**config.mk**
```make
export PLATFORM = sky130hd
export DESIGN_NAME = ild_top
export DESIGN_NICKNAME = d
export VERILOG_FILES = /design/src/hw/ild_pkg.sv /design/src/hw/ild_cfg_if.sv /design/src/hw/ild_top.sv /design/src/hw/ild_regs.sv /design/src/hw/ild_delay.sv
export SDC_FILE = /design/constraint.sdc
export NUM_CORES = 1
export LEC_CHECK = 0
export BUFFER_PORTS_ARGS = -buffer_cell sky130_fd_sc_hd__buf_2
export CAP_MARGIN = 25
export CORE_ASPECT_RATIO = 1.5
export CORE_MARGIN = 3
export CORE_UTILIZATION = 52
export DETAILED_ROUTE_END_ITERATION = 8
export PLACE_DENSITY = 0.77
export SKIP_CTS_REPAIR_TIMING = 1
export SYNTH_ARGS = -nofsm -noshare
export SYNTH_HDL_FRONTEND = slang
export SYNTH_HIERARCHICAL = 1
export SYNTH_SLANG_ARGS = --single-unit
```
**constraint.sdc**
```tcl
create_clock -name sys_clk -period 3.38 [get_ports sys_clk]
set_clock_uncertainty 0.05 [all_clocks]
set_input_delay 0.845 -clock sys_clk [delete_from_list [all_inputs] [get_ports sys_clk]]
set_output_delay 0.845 -clock sys_clk [all_outputs]
set_load 0.05 [all_outputs]
```
**src/hw/ild_pkg.sv**
```systemverilog
package ild_pkg;

  localparam int          ILD_ADDR_W      = 8;
  localparam int          ILD_DATA_W      = 20;
  localparam int          ILD_THR_W       = 10;
  localparam int          ILD_DWELL_W     = 20;
  localparam int          ILD_GAIN_W      = 5;
  localparam int          ILD_DLY_W       = 3;

  // Channel address offsets of the port B detector registers.
  localparam logic [7:0]  ILD_LOWER_OFS   = 8'h04;
  localparam logic [7:0]  ILD_UPPER_OFS   = 8'h05;
  localparam logic [7:0]  ILD_DWELL_OFS   = 8'h06;
  localparam logic [7:0]  ILD_GAIN_OFS    = 8'h07;
  localparam logic [7:0]  ILD_STATUS_OFS  = 8'h3F;

  // Field positions inside the gain range control register.
  localparam int          ILD_POL_BIT     = 4;
  localparam int          ILD_ILV_BIT     = 3;
  localparam int          ILD_DLY_LSB     = 0;

  localparam logic [9:0]  ILD_LOWER_RST   = 10'h000;
  localparam logic [9:0]  ILD_UPPER_RST   = 10'h000;
  localparam logic [19:0] ILD_DWELL_RST   = 20'h0_0000;
  localparam logic [4:0]  ILD_GAIN_RST    = 5'h00;
  localparam logic [19:0] ILD_DATA_RST    = 20'h0_0000;
  localparam logic [19:0] ILD_CNT_ONE     = 20'h0_0001;

  typedef enum logic [1:0] {
    ILD_IDLE   = 2'b00,
    ILD_ACTIVE = 2'b01,
    ILD_DWELL  = 2'b10
  } ild_state_t;

endpackage

```
**src/hw/ild_cfg_if.sv**
```systemverilog
`timescale 1ns/1ns
`default_nettype none
interface ild_cfg_if;
  import ild_pkg::*;
  logic [ILD_THR_W-1:0]   lower_thr;
  logic [ILD_THR_W-1:0]   upper_thr;
  logic [ILD_DWELL_W-1:0] dwell;
  logic                   polarity_low;
  logic                   interleaved;
  logic [ILD_DLY_W-1:0]   delay;
  logic                   active;
  logic                   dwell_busy;

  modport regs (
    output lower_thr,
    output upper_thr,
    output dwell,
    output polarity_low,
    output interleaved,
    output delay,
    input  active,
    input  dwell_busy
  );

  modport core (
    input  lower_thr,
    input  upper_thr,
    input  dwell,
    input  polarity_low,
    input  interleaved,
    input  delay,
    output active,
    output dwell_busy
  );
endinterface
`default_nettype wire

```
**src/hw/ild_top.sv**
```systemverilog
// Summary of operation
// Top ten sample bits at or above upper threshold activate the indicator.
// Top ten sample bits at or below lower threshold meet the lower threshold.
// Dwell time is a 20-bit value: minimum time at or below lower threshold.
// Dwell time zero disables the indicator; software programs at least one.
// Meeting lower threshold after an upper excursion loads the dwell counter.
// Rising above lower threshold during dwell reloads the counter and waits.
// Indicator releases only after the full dwell time at or below lower.
// Gain control bit 4 inverts both indicators when set.
// Bit 3 clear: first indicator is active flag, second is its complement.
// Bit 3 set: interleave select routes detection to first or second.
// Gain control bits 2 to 0 program the indicator's internal delay.
// Software opens the register page by sleep bit 5, then sets address.
// Dwell counter counts down from the loaded value; release when it reaches one.
// The three-bit delay plus one is the count of clock cycles on both indicators.
`timescale 1ns/1ns
`default_nettype none
module ild_top #(
  parameter int MANT_W = 14
) (
  input  wire logic                           sys_clk,
  input  wire logic                           rst_n,
  input  wire logic [MANT_W-1:0]              sample_b_mantissa,
  input  wire logic                           interleave_select_b,
  input  wire logic                           ext_port_access_en,
  input  wire logic [ild_pkg::ILD_ADDR_W-1:0] channel_address_pointer,
  input  wire logic                           reg_wr_strobe,
  input  wire logic [ild_pkg::ILD_DATA_W-1:0] reg_wr_data,
  output logic      [ild_pkg::ILD_DATA_W-1:0] reg_rd_data,
  output logic                                level_flag_b_first,
  output logic                                level_flag_b_second
);
  import ild_pkg::*;

  ild_cfg_if cfg ();

  logic [ILD_THR_W-1:0]   sample_top;
  logic                   upper_met;
  logic                   lower_met;
  logic                   enabled;
  ild_state_t             state_reg, state_next;
  logic [ILD_DWELL_W-1:0] cnt_reg,   cnt_next;
  logic                   active;
  logic                   flag_first;
  logic                   flag_second;
  logic [1:0]             flags_dly;

  // The host reaches the registers only after opening the page and pointing
  // the channel address; the block relies on that order.
  ild_regs u_regs (
    .sys_clk   (sys_clk),
    .rst_n     (rst_n),
    .access_en (ext_port_access_en),
    .addr      (channel_address_pointer),
    .wr_strobe (reg_wr_strobe),
    .wr_data   (reg_wr_data),
    .rd_data   (reg_rd_data),
    .cfg       (cfg.regs)
  );

  assign sample_top = sample_b_mantissa[MANT_W-1 -: ILD_THR_W];
  assign upper_met  = sample_top >= cfg.upper_thr;
  assign lower_met  = sample_top <= cfg.lower_thr;
  assign enabled    = cfg.dwell != ILD_DWELL_RST;

  always_comb begin
    state_next = state_reg;
    cnt_next   = cnt_reg;
    if (!enabled) begin
      // A zero dwell turns the detector off and drops any held indication.
      state_next = ILD_IDLE;
      cnt_next   = ILD_DWELL_RST;
    end else begin
      case (state_reg)
        ILD_IDLE: begin
          if (upper_met) begin
            state_next = ILD_ACTIVE;
          end
        end
        ILD_ACTIVE: begin
          // Upper wins when both thresholds overlap, so the flag stays held.
          if (!upper_met && lower_met) begin
            state_next = ILD_DWELL;
            cnt_next   = cfg.dwell;
          end
        end
        ILD_DWELL: begin
          if (upper_met || !lower_met) begin
            state_next = ILD_ACTIVE;
            cnt_next   = cfg.dwell;
          end else if (cnt_reg == ILD_CNT_ONE) begin
            state_next = ILD_IDLE;
            cnt_next   = ILD_DWELL_RST;
          end else begin
            cnt_next = cnt_reg - ILD_CNT_ONE;
          end
        end
        default: begin
          state_next = ILD_IDLE;
          cnt_next   = ILD_DWELL_RST;
        end
      endcase
    end
  end

  always_ff @(posedge sys_clk) begin
    if (!rst_n) begin
      state_reg <= ILD_IDLE;
      cnt_reg   <= ILD_DWELL_RST;
    end else begin
      state_reg <= state_next;
      cnt_reg   <= cnt_next;
    end
  end

  assign active         = state_reg != ILD_IDLE;
  assign cfg.active     = active;
  assign cfg.dwell_busy = state_reg == ILD_DWELL;

  // Routing is done before the delay line so a changing interleave select
  // sees the same latency as the flag itself.
  always_comb begin
    if (cfg.interleaved) begin
      flag_first  = cfg.polarity_low ^ (active & ~interleave_select_b);
      flag_second = cfg.polarity_low ^ (active & interleave_select_b);
    end else begin
      flag_first  = cfg.polarity_low ^ active;
      flag_second = ~flag_first;
    end
  end

  // Hold-off for converter latency and gain settling.
  ild_delay #(
    .W     (2),
    .DEPTH (8)
  ) u_delay (
    .sys_clk (sys_clk),
    .rst_n   (rst_n),
    .din     ({flag_second, flag_first}),
    .sel     (cfg.delay),
    .dout    (flags_dly)
  );

  assign level_flag_b_first  = flags_dly[0];
  assign level_flag_b_second = flags_dly[1];
endmodule
`default_nettype wire

```
**src/hw/ild_regs.sv**
```systemverilog
`timescale 1ns/1ns
`default_nettype none
module ild_regs (
  input  wire logic                         sys_clk,
  input  wire logic                         rst_n,
  input  wire logic                         access_en,
  input  wire logic [ild_pkg::ILD_ADDR_W-1:0] addr,
  input  wire logic                         wr_strobe,
  input  wire logic [ild_pkg::ILD_DATA_W-1:0] wr_data,
  output logic      [ild_pkg::ILD_DATA_W-1:0] rd_data,
  ild_cfg_if.regs                           cfg
);
  import ild_pkg::*;

  logic [ILD_THR_W-1:0]   lower_reg, lower_next;
  logic [ILD_THR_W-1:0]   upper_reg, upper_next;
  logic [ILD_DWELL_W-1:0] dwell_reg, dwell_next;
  logic [ILD_GAIN_W-1:0]  gain_reg,  gain_next;
  logic [ILD_DATA_W-1:0]  rd_reg,    rd_next;
  logic                   wr_ok;

  // Writes only land while the port register page is opened by the sleep bit.
  assign wr_ok = access_en && wr_strobe;

  always_comb begin
    lower_next = lower_reg;
    upper_next = upper_reg;
    dwell_next = dwell_reg;
    gain_next  = gain_reg;
    rd_next    = ILD_DATA_RST;
    if (wr_ok) begin
      case (addr)
        ILD_LOWER_OFS: lower_next = wr_data[ILD_THR_W-1:0];
        ILD_UPPER_OFS: upper_next = wr_data[ILD_THR_W-1:0];
        ILD_DWELL_OFS: dwell_next = wr_data[ILD_DWELL_W-1:0];
        ILD_GAIN_OFS:  gain_next  = wr_data[ILD_GAIN_W-1:0];
        default:       lower_next = lower_reg;
      endcase
    end
    if (access_en) begin
      case (addr)
        ILD_LOWER_OFS:  rd_next = {10'h000, lower_reg};
        ILD_UPPER_OFS:  rd_next = {10'h000, upper_reg};
        ILD_DWELL_OFS:  rd_next = dwell_reg;
        ILD_GAIN_OFS:   rd_next = {15'h0000, gain_reg};
        ILD_STATUS_OFS: rd_next = {18'h0_0000, cfg.dwell_busy, cfg.active};
        default:        rd_next = ILD_DATA_RST;
      endcase
    end
  end

  always_ff @(posedge sys_clk) begin
    if (!rst_n) begin
      lower_reg <= ILD_LOWER_RST;
      upper_reg <= ILD_UPPER_RST;
      dwell_reg <= ILD_DWELL_RST;
      gain_reg  <= ILD_GAIN_RST;
      rd_reg    <= ILD_DATA_RST;
    end else begin
      lower_reg <= lower_next;
      upper_reg <= upper_next;
      dwell_reg <= dwell_next;
      gain_reg  <= gain_next;
      rd_reg    <= rd_next;
    end
  end

  assign rd_data          = rd_reg;
  assign cfg.lower_thr    = lower_reg;
  assign cfg.upper_thr    = upper_reg;
  assign cfg.dwell        = dwell_reg;
  assign cfg.polarity_low = gain_reg[ILD_POL_BIT];
  assign cfg.interleaved  = gain_reg[ILD_ILV_BIT];
  assign cfg.delay        = gain_reg[ILD_DLY_LSB +: ILD_DLY_W];
endmodule
`default_nettype wire

```
**src/hw/ild_delay.sv**
```systemverilog
`timescale 1ns/1ns
`default_nettype none
module ild_delay #(
  parameter int W     = 2,
  parameter int DEPTH = 8
) (
  input  wire logic                     sys_clk,
  input  wire logic                     rst_n,
  input  wire logic [W-1:0]             din,
  input  wire logic [$clog2(DEPTH)-1:0] sel,
  output logic      [W-1:0]             dout
);
  logic [W-1:0] pipe_reg  [DEPTH];
  logic [W-1:0] pipe_next [DEPTH];

  always_comb begin
    pipe_next[0] = din;
    for (int i = 1; i < DEPTH; i++) begin
      pipe_next[i] = pipe_reg[i-1];
    end
  end

  always_ff @(posedge sys_clk) begin
    for (int i = 0; i < DEPTH; i++) begin
      if (!rst_n) begin
        pipe_reg[i] <= '0;
      end else begin
        pipe_reg[i] <= pipe_next[i];
      end
    end
  end

  assign dout = pipe_reg[sel];
endmodule
`default_nettype wire

```
**Word level (Yosys, flattened, before mapping)**

Memories as Yosys holds them, arrays and structs flattened. A register that Yosys moved wholly into a read port is not among the register bits.
Cells that the tools add are included.

- Register bits after elaboration: 87
- Latch bits: 0
- RAM bits: 16
- ROM bits: 0
- Output and inout bits: 22
- Logic and storage cells: 78
- Memories: 1

Memory list:

| name | words | bits a word | read ports | clocked after memory_dff | wr ports | RTL line | source |
|---|---|---|---|---|---|---|---|
| u_delay.pipe_reg | 8 | 2 | 8 | 1 | 8 | ild_delay.sv:13 | `logic [W-1:0] pipe_reg [DEPTH];` |

- Add/subtract/negate cells: 1
- $mul: 0
- Divide/modulo/power cells: 0
- Magnitude comparators: 2
- Equality and inequality tests: 11
- Shift-type cells: 0
- Multiplexer cells: 24
- Bitwise gates (word level): 16
- Reductions and logical operators: 16

Operator list:

| operator | number |
|---|---|
| 20-bit one-hot mux with 5 select lines | 1 |
| 20-bit two-way mux | 3 |
| 20-bit one-hot mux with 3 select lines | 1 |
| 8-bit by 3-bit equality test with 1-bit output, second input constant | 4 |
| 2-bit two-way mux | 12 |
| 20-bit by 1-bit equality test with 1-bit output, second input constant | 1 |
| 20-bit nonzero test | 1 |
| 20-bit by 1-bit subtractor with 20-bit output, second input constant | 1 |
| 2-bit AND reduction | 7 |
| 10-bit >= comparator | 1 |
| 10-bit less-or-equal comparator | 1 |
| 8-bit by 6-bit equality test with 1-bit output, second input constant | 1 |
| 1-bit bitwise OR | 8 |
| 3-bit two-way mux | 2 |
| 2-bit one-hot mux with 3 select lines | 1 |
| 1-bit two-way mux | 4 |
| 2-bit != test, second input constant | 2 |
| 3-bit != test, second input constant | 1 |
| 1-bit inverter | 3 |
| 3-bit AND reduction | 1 |
| 1-bit XOR | 3 |
| 1-bit AND | 2 |
| 2-bit by 1-bit equality test with 1-bit output, second input constant | 1 |
| 2-bit equality test, second input constant | 1 |
| other kinds (5) | 7 |

**Longest topological paths before layout**

- Depth in word-level cells: 5
- Gate-level depth with buffers: 11
- Gate-level depth less buffers: 9

**By module**

The synthesis kept the hierarchy.

By module, submodules not included:

| module | times used | cells each | area each (um2) |
|---|---|---|---|
| ild_regs | 1 | 257 | 2,469.9 |
| ild_top | 1 | 247 | 1,969.4 |
| ild_delay | 1 | 39 | 551.8 |

**Least setup slack after synthesis**

Ideal clock, no wire load.

- Kind: input to register
- From: input sample_b_mantissa[7]
- To: register cnt_reg[11]
- Setup time: 122 ps
- Arrival time: 3,159 ps
- Setup slack: 49 ps
- Cell stages on the path: 9
- Path buffers: 1
- Path through: ha_1 -> a21o_1 -> a21oi_1 -> o311ai_0 -> o21ba_2 -> clkbuf_1 -> o311ai_0 -> o21ai_0 -> a221o_1

- Cells in the longest elaborated chain, start to end: 5
- Elaborated cells between the ends (all ways): 10

RTL lines:

| element | RTL line | source |
|---|---|---|
| start: declaration | ild_top.sv:23 | `input wire logic [MANT_W-1:0] sample_b_mantissa,` |
| 10-bit less-or-equal comparator / 10-bit >= comparator (equally long branches) | ild_top.sv:63, ild_top.sv:62 |  |
| 1-bit logical NOT (on tied branches) | ild_top.sv:88, ild_top.sv:82 |  |
| 1-bit logical OR / 1-bit logical AND (equally long branches) | ild_top.sv:88, ild_top.sv:82 |  |
| 20-bit two-way mux / 2-bit != test (equally long branches) | - |  |
| 20-bit one-hot mux with 3 select lines / 2-bit AND reduction (equally long branches) | - |  |
| end signal: assignment | ild_top.sv:112 | `cnt_reg <= cnt_next;` |
| end: declaration | ild_top.sv:42 | `logic [ILD_DWELL_W-1:0] cnt_reg, cnt_next;` |

Parallel ways exist; a longest one is shown, timed or not.
A chain may end at the register's enable or synchronous reset.

**Final worst setup path**

- From: input sample_b_mantissa[7]
- To: register cnt_reg[6]

The elaborated chain is that of the path after synthesis.

==> impl_metrics.csv <==
group,metric,value,unit
status,outcome,"finished clean",
finish,nNetsFinal,677,
critical_path,cp-start-kind,"input port",
detailed_routing,routed_wl,12400,um
finish,antenna_cells,0,
sta,worst_hold_slack,0.405,ns
global_route,grt_max_degree,54,
clocking,clkTransAtPathRegs,0.07,ns
power,power.density_cell_area,419,nW/um2
power,vdd_drop_max,0.326,mV
sta,fmax,0.331,GHz
die,fp.dieW,86.0,um
detailed_routing,wl_per_cell,17.2,um
sta,worst_pin_slew,0.708,ns
placed_design,placedCellCount,704,
detailed_routing,drc,0,
critical_path,cp_max_fo,13,
placed_design,dpl_cell_area,5450,um2
synthesis,synth-seq-cells,103,
clocking,cts_made_buffers,9,
die,num_rows,43,
sta,setup_violations,0,
clocking,clockBufferDepth,2,
detailed_routing,dr.first_iter.drc_count,319,
synthesis,ys_types,64,
clocking,clkLatencyLatePin,0.35,ns
power,p_sw,558,uW
global_route,globalRouteOverflowTotal,0,
synthesis,yosysMostFrequentCell,"dfxtp_1",
sta,fin_crit,3.03,ns
finish,fillers,820,
critical_path,worst_r2r_path_depth,7,
placed_design,gp_congestion,0.919,
synthesis,avgSynthCellArea,9.19,um2
detailed_routing,vias,4305,
clocking,cts-root-buf,"clkbuf_16",
critical_path,critical_path_class,"input port to flip-flop",
synthesis,synth_common_cells,"dfxtp_1, o21ai_0, nand3_1",
critical_path,cp_num_buf_inv,1,
synthesis,synth_edf_count,0,
sta,hold_viol,0,
global_route,antenna_found_initial,0,
sta,period_share,0.895,
synthesis,synth_area_leaders,"dfxtp_1, ha_1, o21ai_0, nand3_1, nand2_1",
clocking,clock-sinks,103,
critical_path,critPathRequiredTime,3.57,ns
critical_path,r2r_slack,0.48,ns
critical_path,endpoint,"cnt_reg[6]$_SDFFE_PN0P_",
global_route,grt_usage,0.235,
synthesis,syn_nets,617,
sta,tns,0,ns
die,core,9310,um2
power,pwr-share-seq,0.505,
clocking,tritoncts,"yes",
placed_design,dp_hpwl,9100,um
sta,rsz0062_at_grt,"false",
power,power_frac_clock,0.439,
die,fp.dieH,126,um
die,start_util,0.536,
finish,finalInstanceArea,5750,um2
critical_path,arrival,3.21,ns
die,num_io_pins,69,
worst_hold_path,hp-start,"u_delay/pipe_reg[4][0]$_SDFF_PN0_",
finish,areaGrowthSynthToFinish,15.3,%
detailed_routing,vias_per_cell,5.98,
power,p_comb_frac,0.056,
sta,fin_ws,0.355,ns
worst_hold_path,hp-class,"flip-flop to flip-flop",
power,swShare,0.231,
critical_path,critPathCaptureType,"flip-flop",
critical_path,cp-startpoint,"sample_b_mantissa[7]",
synthesis,ys_seq_area_frac,0.413,
global_route,grt_pass1_wl,20200,um
critical_path,crit_chain,"buf_2 -> ha_1 -> a21o_1 -> a21oi_1 -> o311ai_0 -> o21ba_2 -> o311a_1 -> o21a_1 -> a211o_1",
power,p_int,1.85,mW
critical_path,critPathTopFamily,"compound AO/OA/AOI/OAI gates",
critical_path,cp_slowest_cell,"o311a_1",
placed_design,pre_cts_ws,0.00730,ns
critical_path,crit_cells,9,
finish,drive_gt1_frac,0.215,
global_route,grt_pass1_vias,4238,
finish,fin_cells,720,
critical_path,slowest_delay,0.54,ns
detailed_routing,final_antenna_net_count,0,
placed_design,port_buffers,64,
sta,slew_violations,0,
synthesis,synth_top_area_frac,0.413,
clocking,htreeDepth,3,
synthesis,synth_ff_type,"dfxtp_1",
run,maxCapViolations,0,
synthesis,synth_warnings,6,
synthesis,yosysTopAreaCell,"dfxtp_1",
synthesis,synth_area,4990,um2
synthesis,async_reset_ff_frac,0,
die,die-area,10800,um2
power,p_leak,2.45,nW
critical_path,reg2reg_to,"cnt_reg[15]$_SDFFE_PN0P_",
critical_path,r2r-start,"cnt_reg[0]$_SDFFE_PN0P_",
detailed_routing,drtPass1Iterations,5,
sta,slew-limit-headroom,0.522,
synthesis,synth_cells,543,
==> area by class of cell <==
class                      instances  area, um2  area share
multi-input combinational        387       2710       0.472
sequential                       103       2060       0.358
timing repair buffer              76        435      0.0757
clock buffer                       9        225      0.0391
tap                              112        140      0.0244
inverter                          26       97.6      0.0170
clock inverter                     7       80.1      0.0139
==> worst min-delay path by stage <==
stage               depth (start not counted)                           endpoint
floorplan                                   1  u_delay/pipe_reg[2][0]$_SDFF_PN0_
global placement                            1  u_delay/pipe_reg[5][1]$_SDFF_PN0_
detailed placement                          1  u_delay/pipe_reg[5][0]$_SDFF_PN0_
CTS                                         1  u_delay/pipe_reg[5][0]$_SDFF_PN0_
global route                                1  u_delay/pipe_reg[4][1]$_SDFF_PN0_
finish                                      1  u_delay/pipe_reg[5][0]$_SDFF_PN0_
==> per-layer routing <==
layer | routed length, um | global-route usage | vias to the layer above
met4 | 376 | 0.0979 | 0
met1 | 4870 | 0.268 | 2051
li1 | - | - | 2093
met2 | 6550 | 0.422 | 136
met5 | 0 | 0 | -
met3 | 587 | 0.0438 | 25
==> through the flow <==
stage,utilization,power [mW]
after floorplan,-,1.32
after global placement,0.585,1.38
after detailed placement,0.585,1.38
after CTS,0.618,2.43
after global routing,0.618,2.49
final,0.618,2.41
==> kinds of logic after synthesis <==
group / after synthesis / synth area share
compound gates: 124 / 0.165
xor+xnor: 5 / 0.00877
fa+ha+maj: 27 / 0.0677
buf+inv: 53 / 0.0431
flops: 103 / 0.413
mux: 21 / 0.0632
simple gates: 210 / 0.239
==> layout by cell type (no fill, tap or decap), types with 9 or more instances in the layout <==
master     netlist  final
dfxtp_1        103    103
buf_2            7     64
o21ai_0         50     50
nand3_1         47     47
nand2_1         33     33
nor2_1          31     31
ha_1            27     27
inv_1           26     26
a21oi_1         20     20
and2_1          19     19
mux2i_1         12     12
nor2b_1         10     10
nand4_1         10     10
nor3_1          10     10
nor4_1          10     10
a221o_1         10     10
buf_4            0     10
and2_2          10     10
clkbuf_16        0      9
==> power by group through the flow <==
stage                     clock [mW]  sequential [mW]  combinational (mW)
after CTS                       1.07             1.22               0.135
after global placement             0             1.25               0.130
final                           1.06             1.22               0.136
after detailed placement           0             1.25               0.133
after floorplan                    0             1.24              0.0745
after global routing            1.12             1.22               0.150
Note: power is estimated with default switching activity, not from simulation.
